<file path="src/hdl/tcc_pkg.sv">
// Purpose: constants for the 16-bit timer/counter with input capture
// Assumes: 8-bit processor data bus, byte locations decoded on a 3-bit address

package tcc_pkg;
  localparam int CNT_W = 16;
  localparam int BYTE_W = 8;
  localparam int ADDR_W = 3;
  localparam logic [2:0] ADDR_CNT_L = 3'h0;
  localparam logic [2:0] ADDR_CNT_H = 3'h1;
  localparam logic [2:0] ADDR_CAP_L = 3'h2;
  localparam logic [2:0] ADDR_CAP_H = 3'h3;
  localparam logic [2:0] ADDR_CMPA_L = 3'h4;
  localparam logic [2:0] ADDR_CMPA_H = 3'h5;
  localparam logic [2:0] ADDR_CMPB_L = 3'h6;
  localparam logic [2:0] ADDR_CMPB_H = 3'h7;
  localparam logic [2:0] CS_STOP = 3'h0;
  localparam logic [2:0] CS_DIV1 = 3'h1;
  localparam logic [2:0] CS_DIV8 = 3'h2;
  localparam logic [2:0] CS_DIV64 = 3'h3;
  localparam logic [2:0] CS_DIV256 = 3'h4;
  localparam logic [2:0] CS_DIV1024 = 3'h5;
  localparam logic [2:0] CS_EXT_FALL = 3'h6;
  localparam logic [2:0] CS_EXT_RISE = 3'h7;
  localparam int PRE_W = 10;
  localparam logic [9:0] PRE_MASK_8 = 10'h007;
  localparam logic [9:0] PRE_MASK_64 = 10'h03F;
  localparam logic [9:0] PRE_MASK_256 = 10'h0FF;
  localparam logic [9:0] PRE_MASK_1024 = 10'h3FF;
  localparam logic [15:0] CNT_BOTTOM = 16'h0000;
  localparam logic [15:0] CNT_MAX = 16'hFFFF;
  localparam logic [15:0] TOP_8BIT = 16'h00FF;
  localparam logic [15:0] TOP_9BIT = 16'h01FF;
  localparam logic [15:0] TOP_10BIT = 16'h03FF;
  localparam logic [15:0] CNT_ONE = 16'h0001;
  localparam logic [3:0] WGM_NORMAL = 4'h0;
  localparam logic [3:0] WGM_PC8 = 4'h1;
  localparam logic [3:0] WGM_PC9 = 4'h2;
  localparam logic [3:0] WGM_PC10 = 4'h3;
  localparam logic [3:0] WGM_CTC_CMP = 4'h4;
  localparam logic [3:0] WGM_FAST8 = 4'h5;
  localparam logic [3:0] WGM_FAST9 = 4'h6;
  localparam logic [3:0] WGM_FAST10 = 4'h7;
  localparam logic [3:0] WGM_PFC_CAP = 4'h8;
  localparam logic [3:0] WGM_PFC_CMP = 4'h9;
  localparam logic [3:0] WGM_PC_CAP = 4'hA;
  localparam logic [3:0] WGM_PC_CMP = 4'hB;
  localparam logic [3:0] WGM_CTC_CAP = 4'hC;
  localparam logic [3:0] WGM_FAST_CAP = 4'hE;
  localparam logic [3:0] WGM_FAST_CMP = 4'hF;
  localparam int FILT_LEN = 4;
  typedef enum logic {TCC_UP, TCC_DOWN} tcc_dir_t;
endpackage

</file>
<file path="src/hdl/tcc_timer16.sv">
// Purpose: 16-bit timer/counter core with input capture and byte bus access
// Assumes: all inputs synchronous to ref_clk except rst_n, the two capture sources and the external count pin
// Notes: read data is registered, valid the cycle after the read strobe
`timescale 1ns/1ps
`default_nettype none

module tcc_timer16 (
  input wire logic ref_clk, // System clock
  input wire logic rst_n, // Async reset, active low
  input wire logic [2:0] bus_addr, // Byte location
  input wire logic bus_wr, // Write strobe
  input wire logic bus_rd, // Read strobe
  input wire logic [7:0] bus_wdata, // Write data
  output logic [7:0] bus_rdata, // Read data, one cycle later
  input wire logic [2:0] clock_source_select, // Clock select
  input wire logic [3:0] waveform_mode_select, // Mode, split over ctrl A/B
  input wire logic noise_filter_enable, // Trigger noise filter on
  input wire logic capture_edge_rising, // 1 rising, 0 falling edge
  input wire logic comparator_trigger_select, // Use comparator output
  input wire logic capture_irq_enable, // Capture interrupt enable
  input wire logic overflow_irq_enable, // Overflow interrupt enable
  input wire logic capture_flag_clear, // Write-one clear
  input wire logic capture_irq_ack, // Capture interrupt serviced
  input wire logic overflow_flag_clear, // Write-one clear
  input wire logic overflow_irq_ack, // Overflow interrupt serviced
  input wire logic external_count_pin, // External clock pin
  input wire logic capture_pin, // Capture pin level
  input wire logic comparator_output, // Analog comparator output
  output logic [15:0] count_value, // Counter
  output logic [15:0] capture_value, // Capture register
  output logic [15:0] compare_a_value, // Compare A register
  output logic [15:0] compare_b_value, // Compare B register
  output logic top_flag, // Counter at TOP
  output logic bottom_flag, // Counter at zero
  output logic overflow_flag, // Overflow flag
  output logic capture_flag, // Capture flag
  output logic overflow_irq, // Overflow interrupt request
  output logic capture_irq // Capture interrupt request
);

  ////////////////////////////////////////////////////////////////
  // State
  logic [15:0] count_reg, count_next;
  logic [15:0] capture_reg, capture_next;
  logic [15:0] cmpa_reg, cmpa_next;
  logic [15:0] cmpb_reg, cmpb_next;
  logic [7:0] temp_reg, temp_next;
  logic [7:0] rdata_reg, rdata_next;
  tcc_pkg::tcc_dir_t dir_reg, dir_next;
  logic [9:0] pre_reg, pre_next;
  logic [1:0] ext_sync_reg;
  logic ext_prev_reg;
  logic [1:0] pin_sync_reg;
  logic [1:0] cmp_sync_reg;
  logic [3:0] filt_hist_reg;
  logic filt_out_reg, filt_out_next;
  logic trig_prev_reg;
  logic top_reg, bottom_reg;
  logic ovf_reg, ovf_next;
  logic capf_reg, capf_next;
  logic ovf_irq_reg, capf_irq_reg;

  ////////////////////////////////////////////////////////////////
  // Bus decode
  wire wr_cnt_l = bus_wr && (bus_addr == tcc_pkg::ADDR_CNT_L);
  wire wr_cap_l = bus_wr && (bus_addr == tcc_pkg::ADDR_CAP_L);
  wire wr_cmpa_l = bus_wr && (bus_addr == tcc_pkg::ADDR_CMPA_L);
  wire wr_cmpb_l = bus_wr && (bus_addr == tcc_pkg::ADDR_CMPB_L);
  wire wr_high = bus_wr && bus_addr[0];
  wire rd_ok = bus_rd && !bus_wr;
  wire rd_cnt_l = rd_ok && (bus_addr == tcc_pkg::ADDR_CNT_L);
  wire rd_cap_l = rd_ok && (bus_addr == tcc_pkg::ADDR_CAP_L);
  wire [15:0] wr_word = {temp_reg, bus_wdata};

  ////////////////////////////////////////////////////////////////
  // Mode decode
  logic [15:0] top_val;
  logic dual_slope, ctc_mode, cap_top, cmp_top;
  always_comb begin
    top_val = tcc_pkg::CNT_MAX;
    dual_slope = 1'b0;
    ctc_mode = 1'b0;
    cap_top = 1'b0;
    cmp_top = 1'b0;
    case (waveform_mode_select)
      tcc_pkg::WGM_NORMAL: top_val = tcc_pkg::CNT_MAX;
      tcc_pkg::WGM_PC8: begin
        top_val = tcc_pkg::TOP_8BIT;
        dual_slope = 1'b1;
      end
      tcc_pkg::WGM_PC9: begin
        top_val = tcc_pkg::TOP_9BIT;
        dual_slope = 1'b1;
      end
      tcc_pkg::WGM_PC10: begin
        top_val = tcc_pkg::TOP_10BIT;
        dual_slope = 1'b1;
      end
      tcc_pkg::WGM_CTC_CMP: begin
        ctc_mode = 1'b1;
        cmp_top = 1'b1;
      end
      tcc_pkg::WGM_FAST8: top_val = tcc_pkg::TOP_8BIT;
      tcc_pkg::WGM_FAST9: top_val = tcc_pkg::TOP_9BIT;
      tcc_pkg::WGM_FAST10: top_val = tcc_pkg::TOP_10BIT;
      tcc_pkg::WGM_PFC_CAP, tcc_pkg::WGM_PC_CAP: begin
        dual_slope = 1'b1;
        cap_top = 1'b1;
      end
      tcc_pkg::WGM_PFC_CMP, tcc_pkg::WGM_PC_CMP: begin
        dual_slope = 1'b1;
        cmp_top = 1'b1;
      end
      tcc_pkg::WGM_CTC_CAP: begin
        ctc_mode = 1'b1;
        cap_top = 1'b1;
      end
      tcc_pkg::WGM_FAST_CAP: cap_top = 1'b1;
      tcc_pkg::WGM_FAST_CMP: cmp_top = 1'b1;
      default: top_val = tcc_pkg::CNT_MAX;
    endcase
    if (cap_top) begin
      top_val = capture_reg;
    end else if (cmp_top) begin
      top_val = cmpa_reg;
    end
  end

  ////////////////////////////////////////////////////////////////
  // Timer clock select
  wire ext_rise = ext_sync_reg[1] && !ext_prev_reg;
  wire ext_fall = !ext_sync_reg[1] && ext_prev_reg;
  logic tick;
  always_comb begin
    case (clock_source_select)
      tcc_pkg::CS_STOP: tick = 1'b0;
      tcc_pkg::CS_DIV1: tick = 1'b1;
      tcc_pkg::CS_DIV8: tick = (pre_reg & tcc_pkg::PRE_MASK_8) == tcc_pkg::PRE_MASK_8;
      tcc_pkg::CS_DIV64: tick = (pre_reg & tcc_pkg::PRE_MASK_64) == tcc_pkg::PRE_MASK_64;
      tcc_pkg::CS_DIV256: tick = (pre_reg & tcc_pkg::PRE_MASK_256) == tcc_pkg::PRE_MASK_256;
      tcc_pkg::CS_DIV1024: tick = pre_reg == tcc_pkg::PRE_MASK_1024;
      tcc_pkg::CS_EXT_FALL: tick = ext_fall;
      tcc_pkg::CS_EXT_RISE: tick = ext_rise;
      default: tick = 1'b0;
    endcase
  end
  assign pre_next = (clock_source_select == tcc_pkg::CS_STOP) ? '0 : pre_reg + 10'h001;

  ////////////////////////////////////////////////////////////////
  // Counter unit
  wire at_top = count_reg == top_val;
  wire at_bottom = count_reg == tcc_pkg::CNT_BOTTOM;
  always_comb begin
    count_next = count_reg;
    dir_next = dir_reg;
    if (wr_cnt_l) begin
      count_next = wr_word;
    end else if (tick) begin
      if (!dual_slope) begin
        dir_next = tcc_pkg::TCC_UP;
        count_next = at_top ? tcc_pkg::CNT_BOTTOM : count_reg + tcc_pkg::CNT_ONE;
      end else if (dir_reg == tcc_pkg::TCC_UP) begin
        if (count_reg >= top_val) begin
          dir_next = tcc_pkg::TCC_DOWN;
          count_next = count_reg - tcc_pkg::CNT_ONE;
        end else begin
          count_next = count_reg + tcc_pkg::CNT_ONE;
        end
      end else if (at_bottom) begin
        dir_next = tcc_pkg::TCC_UP;
        count_next = count_reg + tcc_pkg::CNT_ONE;
      end else begin
        count_next = count_reg - tcc_pkg::CNT_ONE;
      end
    end
  end

  wire ovf_event = tick && !wr_cnt_l && (
    (dual_slope && dir_reg == tcc_pkg::TCC_DOWN && at_bottom) ||
    (ctc_mode && count_reg == tcc_pkg::CNT_MAX) ||
    (!dual_slope && !ctc_mode && at_top));
  wire ovf_clr = overflow_flag_clear || overflow_irq_ack;
  assign ovf_next = ovf_event || (ovf_reg && !ovf_clr);

  ////////////////////////////////////////////////////////////////
  // Capture trigger path
  // source select after sync
  wire trig_raw = comparator_trigger_select ? cmp_sync_reg[1] : pin_sync_reg[1];
  wire filt_all_one = &filt_hist_reg;
  wire filt_all_zero = ~|filt_hist_reg;
  assign filt_out_next = filt_all_one ? 1'b1 : (filt_all_zero ? 1'b0 : filt_out_reg);
  wire trig_lvl = noise_filter_enable ? filt_out_next : trig_raw;
  wire trig_edge = capture_edge_rising ? (trig_lvl && !trig_prev_reg)
                                       : (!trig_lvl && trig_prev_reg);
  // only the selected edge counts, none while the capture reg sets TOP
  wire capture_evt = trig_edge && !cap_top;
  wire capf_clr = capture_flag_clear || capture_irq_ack;

  always_comb begin
    capture_next = capture_reg;
    if (wr_cap_l && cap_top) begin
      capture_next = wr_word;
    end else if (capture_evt) begin
      capture_next = count_reg;
    end
  end
  assign capf_next = capture_evt || (capf_reg && !capf_clr);

  ////////////////////////////////////////////////////////////////
  // Temporary register and read data
  always_comb begin
    temp_next = temp_reg;
    // high byte writes go to temp
    if (wr_high) begin
      temp_next = bus_wdata;
    end else if (rd_cnt_l) begin
      temp_next = count_reg[15:8];
    end else if (rd_cap_l) begin
      temp_next = capture_reg[15:8];
    end
  end

  // compare regs load from shared temp
  assign cmpa_next = wr_cmpa_l ? wr_word : cmpa_reg;
  assign cmpb_next = wr_cmpb_l ? wr_word : cmpb_reg;

  always_comb begin
    rdata_next = rdata_reg;
    if (rd_ok) begin
      case (bus_addr)
        tcc_pkg::ADDR_CNT_L: rdata_next = count_reg[7:0];
        tcc_pkg::ADDR_CAP_L: rdata_next = capture_reg[7:0];
        tcc_pkg::ADDR_CMPA_L: rdata_next = cmpa_reg[7:0];
        tcc_pkg::ADDR_CMPA_H: rdata_next = cmpa_reg[15:8];
        tcc_pkg::ADDR_CMPB_L: rdata_next = cmpb_reg[7:0];
        tcc_pkg::ADDR_CMPB_H: rdata_next = cmpb_reg[15:8];
        default: rdata_next = temp_reg;
      endcase
    end
  end

  ////////////////////////////////////////////////////////////////
  // Flip-flops
  // Counter, direction, prescaler, capture, compare, temp and read data store
  always_ff @(posedge ref_clk or negedge rst_n) begin
    if (!rst_n) begin
      count_reg <= '0;
      dir_reg <= tcc_pkg::TCC_UP;
      pre_reg <= '0;
      capture_reg <= '0;
      cmpa_reg <= '0;
      cmpb_reg <= '0;
      temp_reg <= '0;
      rdata_reg <= '0;
    end else begin
      count_reg <= count_next;
      dir_reg <= dir_next;
      pre_reg <= pre_next;
      capture_reg <= capture_next;
      cmpa_reg <= cmpa_next;
      cmpb_reg <= cmpb_next;
      temp_reg <= temp_next;
      rdata_reg <= rdata_next;
    end
  end

  always_ff @(posedge ref_clk or negedge rst_n) begin
    if (!rst_n) begin
      ext_sync_reg <= '0;
      ext_prev_reg <= 1'b0;
      pin_sync_reg <= '0;
      cmp_sync_reg <= '0;
      filt_hist_reg <= '0;
      filt_out_reg <= 1'b0;
      trig_prev_reg <= 1'b0;
    end else begin
      ext_sync_reg <= {ext_sync_reg[0], external_count_pin};
      ext_prev_reg <= ext_sync_reg[1];
      pin_sync_reg <= {pin_sync_reg[0], capture_pin};
      cmp_sync_reg <= {cmp_sync_reg[0], comparator_output};
      filt_hist_reg <= {filt_hist_reg[2:0], trig_raw};
      filt_out_reg <= filt_out_next;
      trig_prev_reg <= trig_lvl;
    end
  end

  always_ff @(posedge ref_clk or negedge rst_n) begin
    if (!rst_n) begin
      top_reg <= 1'b0;
      bottom_reg <= 1'b1;
      ovf_reg <= 1'b0;
      capf_reg <= 1'b0;
      ovf_irq_reg <= 1'b0;
      capf_irq_reg <= 1'b0;
    end else begin
      top_reg <= count_next == top_val;
      bottom_reg <= count_next == tcc_pkg::CNT_BOTTOM;
      ovf_reg <= ovf_next;
      capf_reg <= capf_next;
      ovf_irq_reg <= ovf_next && overflow_irq_enable;
      capf_irq_reg <= capf_next && capture_irq_enable;
    end
  end

  ////////////////////////////////////////////////////////////////
  // Outputs
  assign bus_rdata = rdata_reg;
  assign count_value = count_reg;
  assign capture_value = capture_reg;
  assign compare_a_value = cmpa_reg;
  assign compare_b_value = cmpb_reg;
  assign top_flag = top_reg;
  assign bottom_flag = bottom_reg;
  assign overflow_flag = ovf_reg;
  assign capture_flag = capf_reg;
  assign overflow_irq = ovf_irq_reg;
  assign capture_irq = capf_irq_reg;

endmodule

`default_nettype wire
</file>
<file path="config.mk">
export PLATFORM = sky130hd
export DESIGN_NAME = tcc_timer16
export DESIGN_NICKNAME = d
export VERILOG_FILES = /design/src/hdl/tcc_pkg.sv /design/src/hdl/tcc_timer16.sv
export SDC_FILE = /design/constraint.sdc
export NUM_CORES = 1
export LEC_CHECK = 0
export BUFFER_PORTS_ARGS = -buffer_cell sky130_fd_sc_hd__buf_2
export CORE_MARGIN = 4
export CORE_UTILIZATION = 45
export DETAILED_ROUTE_END_ITERATION = 7
export PLACE_DENSITY = 0.65
export SYNTH_ARGS = -nofsm -noshare
export SYNTH_HDL_FRONTEND = slang
export SYNTH_SLANG_ARGS = --single-unit
</file>
<file path="constraint.sdc">
create_clock -name ref_clk -period 4.04 [get_ports ref_clk]
set_input_delay 0.202 -clock ref_clk [delete_from_list [all_inputs] [get_ports ref_clk]]
set_output_delay 0.202 -clock ref_clk [all_outputs]
set_load 0.005 [all_outputs]
</file>
==> flow_metrics.env, run 1 <==
export IMPL_outcome="finished clean"
export IMPL_netlist_area_um2=7460
export IMPL_area_growth_pct=23.4
export IMPL_netlist_area_leader_share_pct=36.5
export IMPL_setup_viol=0
export IMPL_cp_cell_sequence="or3_1 -> a21oi_2 -> o21bai_1 -> ha_1 -> nand4_1 -> a2111o_1 -> and4_2 -> nor2_4 -> mux2i_2 -> a221oi_1 -> nor2_1 -> or3_1 -> or4_4 -> nor3_2"
export IMPL_seqCellArea_um2=2760
export IMPL_io_pin_count=112
export IMPL_wl_per_cell_um=21.5
export IMPL_grt_usage_pct=28.7
export IMPL_yosys_area_top_type="dfrtp_1"
export IMPL_initial_core_util_pct=46.5
export IMPL_cts_tree="done"
export IMPL_fin_crit_ns=3.89
export IMPL_placed_cells=1213
export IMPL_viasPerCell=6.18
export IMPL_ys_seq_elements=110
export IMPL_holdWs_ns=0.0510
export IMPL_cts_buffer_depth=2
export IMPL_skew_ns=0.00679
export IMPL_final_cell_mix="110 x buf_2, 108 x dfrtp_1, 104 x buf_4"
export IMPL_required_ns=4.32
export IMPL_firstDrtPassIters=5
export IMPL_drv_slew=0
export IMPL_synthTopCellsByArea="dfrtp_1 37%, mux2_2 6.0%, mux2i_1 4.7%"
export IMPL_power_leakage_nw=4.15
export IMPL_dp_hpwl_mm=20.3
export IMPL_io_buffer_count=111
export IMPL_final_util_pct=57.4
export IMPL_postRouteAntennaNets=0
export IMPL_crit_type="flip-flop to flip-flop"
export IMPL_numCtsBuffers=9
export IMPL_rows=46
export IMPL_grt_antenna_before_repair=1
export IMPL_die_w_um=137
export IMPL_slew_headroom_pct=32.0
export IMPL_cp_slowest_cell="a2111o_1"
export IMPL_clk_latency_ns=0.36
export IMPL_worst_slack_ns=0.153
export IMPL_grt_pass1_wl_mm=41.0
export IMPL_htreeDepth=3
export IMPL_cpMostUsedCell="or3_1"
export IMPL_cp_end_kind="flip-flop"
export IMPL_synth_main_ff_cell="dfrtp_1"
export IMPL_powerDensity_nw_per_um2=525
export IMPL_cts_root_buffer="clkbuf_16"
export IMPL_layout_commonest_cell="buf_2"
export IMPL_grt_ovfl_total=0
export IMPL_min_path_type="input pin to flip-flop"
export IMPL_nFillCells=1445
export IMPL_synth_seq_area_share_pct=36.9
export IMPL_clock_fmax_mhz=257
export IMPL_hold_violations=0
export IMPL_cts_sinks=110
export IMPL_synth_edf_count=0
export IMPL_core_um2=16100
export IMPL_avgSynthCellArea_um2=8.89
export IMPL_first_iter_violations=851
export IMPL_critPathLaunchType="flip-flop"
export IMPL_drc=0
export IMPL_drive_above_1_share_pct=30.7
export IMPL_first_global_vias=7122
export IMPL_die_y_um=137
export IMPL_place_gp_congestion=0.991
export IMPL_syn_inst=840
export IMPL_synth_nets=895
export IMPL_instances_no_fill=1233
export IMPL_vias=7622
export IMPL_worstMarginPinSlew_ns=1.01
export IMPL_ys_warn_count=0
export IMPL_period_share_pct=96.2
export IMPL_wirelength_mm=26.5
export IMPL_drv_cap=0
export IMPL_power_total_w=0.00484
export IMPL_synth_distinct_cells=81
export IMPL_grt_max_degree=66
export IMPL_multiInputGateArea_um2=4470
export IMPL_die_area_um2=18700
export IMPL_num_antenna_cells=0
export IMPL_max_stage_delay_ns=0.47
export IMPL_place_ws_ns=-0.132
export IMPL_cp_max_fo=5
export IMPL_cp_arrival_ns=4.17
export IMPL_peakVddDrop_mv=0.346
export IMPL_ys_async_sr_fraction_pct=100
export IMPL_clkTransAtPathRegs_ns=0.07
export IMPL_rsz0062_at_grt="yes"
export IMPL_nets=1068
[worst max-delay path, delay by kind of cell, from the launching register on]
kind | cells | cell delay, ns
DFF | 1 | 0.38
AOI/OAI and AO/OA | 4 | 1.06
and+or+nand+nor | 8 | 2.07
adders and majority gates | 1 | 0.17
muxes | 1 | 0.12
[synth_stat cells (16+ instances only)]
cell type,number
a21oi_1,49
clkbuf_1,38
dfrtp_1,109
ha_1,21
mux2_2,40
mux2i_1,35
nand2_1,87
nand3_1,27
nor2_1,84
nor3_1,16
o21ai_0,55
[where the power goes]
group          total, W  internal (W)  switching, W
combinational   0.00224       0.00103       0.00121
clock          0.000859      0.000436      0.000423
sequential      0.00174       0.00137      0.000370
total           0.00484       0.00284       0.00200
[kinds of logic (layout without fill, tap and decap cells)]
kind of cell,after synthesis,after routing,synth area share (%)
AO/OA/AOI/OAI,217,217,19.5
XOR/XNOR,22,22,2.58
adder cells (fa/ha/maj),21,21,3.52
buffers and inverters,71,248,4.09
flip-flops,110,110,36.9
multiplexers,79,79,11.8
AND/OR/NAND/NOR,320,320,21.6
[area by class of cell]
class / instances / share of cell area (%)
multi-input combinational: 659 / 48.5
timing repair buffer: 219 / 15.1
tap: 216 / 2.93
sequential: 110 / 29.9
clock buffer: 11 / 2.63
clock inverter: 4 / 0.353
inverter: 14 / 0.570
[worst paths after layout]
| path | endpoint | slack (ns) | cells after the start | start |
|---|---|---|---|---|
| setup reg to reg | bottom_flag | 0.15 | 14 | compare_a_value[6] |
| hold / removal | capture_irq | 0.05 | 2 | capture_irq_enable |
| hold reg to reg | ext_sync_reg[1] | 0.35 | 0 | ext_sync_reg[0] |
| setup / recovery | bottom_flag | 0.15 | 14 | compare_a_value[6] |
| min in group asynchronous | count_value[13] | 0.48 | 2 | rst_n |
| max in group asynchronous | bottom_flag | 2.66 | 3 | rst_n |
[per-layer routing]
metal | GRT usage [%] | vias to the layer above | share of wire [%]
met5 | 0 | - | 0.049
met4 | 7.43 | 2 | 2.1
met3 | 6.14 | 53 | 10
met2 | 43.7 | 412 | 45
met1 | 41.6 | 3707 | 42
li1 | - | 3448 | -
[through the flow]
step,setup TNS [ns],cell area (um2)
final,0,9220
after global routing,-0.0235,9220
after CTS,0,9150
after detailed placement,-0.216,8840
after global placement,-0.0726,8840
after floorplan,0,7470
[timing repair]
action | CTS | global route
endpoints found under the hold margin | 66 | 0
setup buffers | 0 | 1
hold buffers | 4 | 0
endpoints found under the setup margin | 0 | 2
gates resized for setup | 0 | 14
Note: power is estimated with default switching activity, not from simulation.
==> run 2, diff against run 1 <==
==> constraint.sdc (replaced) <==
create_clock -name ref_clk -period 4.05 [get_ports ref_clk]
set_input_delay 0.2025 -clock ref_clk [delete_from_list [all_inputs] [get_ports ref_clk]]
set_output_delay 0.2025 -clock ref_clk [all_outputs]
set_load 0.005 [all_outputs]
==> flow_metrics.env, run 2 (same netlist as run 1, synthesis figures left out) <==
export IMPL_viasPerCell=6.09
export IMPL_min_path_type="input pin to flip-flop"
export IMPL_worstMarginPinSlew_ns=1.02
export IMPL_cp_max_fo=13
export IMPL_cts_root_buffer="clkbuf_16"
export IMPL_share_comb_of_total_power_pct=45.0
export IMPL_die_w_um=137
export IMPL_drv_cap=0
export IMPL_post_dp_cell_area_um2=8830
export IMPL_grt_antenna_before_repair=0
export IMPL_first_iter_violations=806
export IMPL_drive_above_1_share_pct=30.7
export IMPL_postLayoutCellArea_um2=9270
export IMPL_crit_type="flip-flop to flip-flop"
export IMPL_clkPwrFrac_pct=19.6
export IMPL_outcome="finished clean"
export IMPL_critPathCapture="top_flag"
export IMPL_r2r_cells=16
export IMPL_initial_core_util_pct=46.5
export IMPL_grt_max_degree=66
export IMPL_firstDrtPassIters=5
export IMPL_worstReg2RegStart="compare_a_value[8]"
export IMPL_io_pin_count=112
export IMPL_cp_arrival_ns=4.13
export IMPL_io_buffer_count=111
export IMPL_wl_per_cell_um=21.6
export IMPL_grt_ovfl_total=0
export IMPL_r2r_slack_ns=0.17
export IMPL_postRouteAntennaNets=0
export IMPL_vias=7498
export IMPL_peakVddDrop_mv=0.314
export IMPL_wirelength_mm=26.7
export IMPL_finalSetupTns_ns=0
export IMPL_p_seq_share_pct=35.4
export IMPL_internal_power_w=0.00294
export IMPL_max_stage_delay_ns=0.42
export IMPL_cts_setup_buffers=0
export IMPL_cts_tree="done"
export IMPL_switching_share_pct=40.5
export IMPL_rows=46
export IMPL_slew_headroom_pct=31.7
export IMPL_power_switching_w=0.00200
export IMPL_core_um2=16100
export IMPL_setup_viol=0
export IMPL_grt_pass1_wl_mm=41.1
export IMPL_fin_crit_ns=3.88
export IMPL_area_growth_pct=24.2
export IMPL_cp_cell_sequence="a211oi_1 -> a21oi_1 -> o21ai_0 -> ha_1 -> nand4_1 -> nor4_1 -> buf_4 -> nand2_1 -> buf_4 -> nand2_2 -> buf_4 -> or3_1 -> a31oi_4 -> xor2_1 -> nand3_1 -> nor4_2"
export IMPL_period_share_pct=95.7
export IMPL_die_area_um2=18700
export IMPL_nets=1066
export IMPL_clkTransAtPathRegs_ns=0.07
export IMPL_critPathLaunchType="flip-flop"
export IMPL_r2r_end="top_flag"
export IMPL_cp_slowest_cell="dfrtp_1"
export IMPL_htreeDepth=3
export IMPL_clk_latency_ns=0.35
export IMPL_required_ns=4.30
export IMPL_rsz0062_at_grt="yes"
export IMPL_hold_violations=0
export IMPL_final_cell_mix="110 x buf_2, 108 x dfrtp_1, 102 x buf_4"
export IMPL_cts_buffer_depth=2
export IMPL_cpMostUsedCell="buf_4"
export IMPL_drc=0
export IMPL_grt_usage_pct=28.8
export IMPL_layout_commonest_cell="buf_2"
export IMPL_cts_sinks=110
export IMPL_powerDensity_nw_per_um2=532
export IMPL_first_global_vias=7081
export IMPL_dp_hpwl_mm=20.1
export IMPL_numCtsBuffers=9
export IMPL_skew_ns=0.00685
export IMPL_place_ws_ns=-0.112
export IMPL_power_leakage_nw=4.17
export IMPL_cp_end_kind="flip-flop"
export IMPL_worst_slack_ns=0.173
export IMPL_timing_critical_path_from="compare_a_value[8]"
export IMPL_place_gp_congestion=0.990
export IMPL_clock_fmax_mhz=258
export IMPL_drv_slew=0
export IMPL_die_y_um=137
[run 2: cell types whose count changed in the layout (fill, tap and decap cells not counted), moves of 2 or more]
cell	delta
buf_4	-2
bufinv_16	+2
clkinvlp_4	-2
nor3_1	-2
nor3_2	+2
o21ai_0	+2
o21ai_1	-2
[run 2: through the flow]
stage,instances,util [%],hold WS [ns],total power [W]
2_1_floorplan,840,-,-0.0931,0.00283
3_3_place_gp,1212,55.0,0.311,0.00388
3_5_place_dp,1212,55.0,0.312,0.00390
4_1_cts,1231,57.2,0.0410,0.00488
5_1_grt,1231,57.7,0.0520,0.00524
6_report,1232,57.7,0.0554,0.00494
[run 2: power groups by stage]
stage	sequential (W)	clock, W	combinational, W
6_report	0.00175	0.000966	0.00222
5_1_grt	0.00178	0.00102	0.00244
4_1_cts	0.00173	0.000982	0.00216
3_5_place_dp	0.00175	0	0.00215
3_3_place_gp	0.00175	0	0.00213
2_1_floorplan	0.00166	0	0.00117
[run 2: worst min-delay path by stage]
stage / end / slack (ns) / cells past startpoint / from
floorplan: bus_rdata[0] / -0.09 / 0 / rst_n
global placement: pin_sync_reg[0] / 0.31 / 1 / capture_pin
global route: overflow_irq / 0.05 / 2 / overflow_irq_enable
detailed placement: ext_sync_reg[0] / 0.31 / 1 / external_count_pin
CTS: capture_irq / 0.04 / 2 / capture_irq_enable
finish: capture_irq / 0.06 / 2 / capture_irq_enable
[run 2: metal layers]
layer / global-route usage (%) / part of all wire (%) / vias up
li1: - / - / 3452
met1: 41.7 / 43 / 3577
met2: 41.9 / 44 / 412
met3: 7.43 / 10 / 57
met4: 9.59 / 3.1 / 0
met5: 0 / 0 / -
[run 2: area by class of cell]
type	instances	area, um2
diodes	1	2.50
clock buffers	11	233
clock inverters	4	77.6
fillers	1461	6790
inverters	14	52.6
multi-input cells	659	4510
flip-flops and latches	110	2760
well taps	216	270
repair buffers	217	1380
[run 2: what timing repair did]
item / CTS / global route
hold buffers: 4 / 0
resized for setup: 0 / 18
setup endpoints to repair: 0 / 2
hold endpoints to repair: 25 / 0
[run 2: worst max-delay path, delay by kind of cell (launching register included)]
kind	cells	cell delay, ns
XOR/XNOR	1	0.17
flip-flops	1	0.42
AO/OA/AOI/OAI	4	0.83
AND/OR/NAND/NOR	7	1.47
buffers and inverters	3	0.58
adder cells (fa/ha/maj)	1	0.30
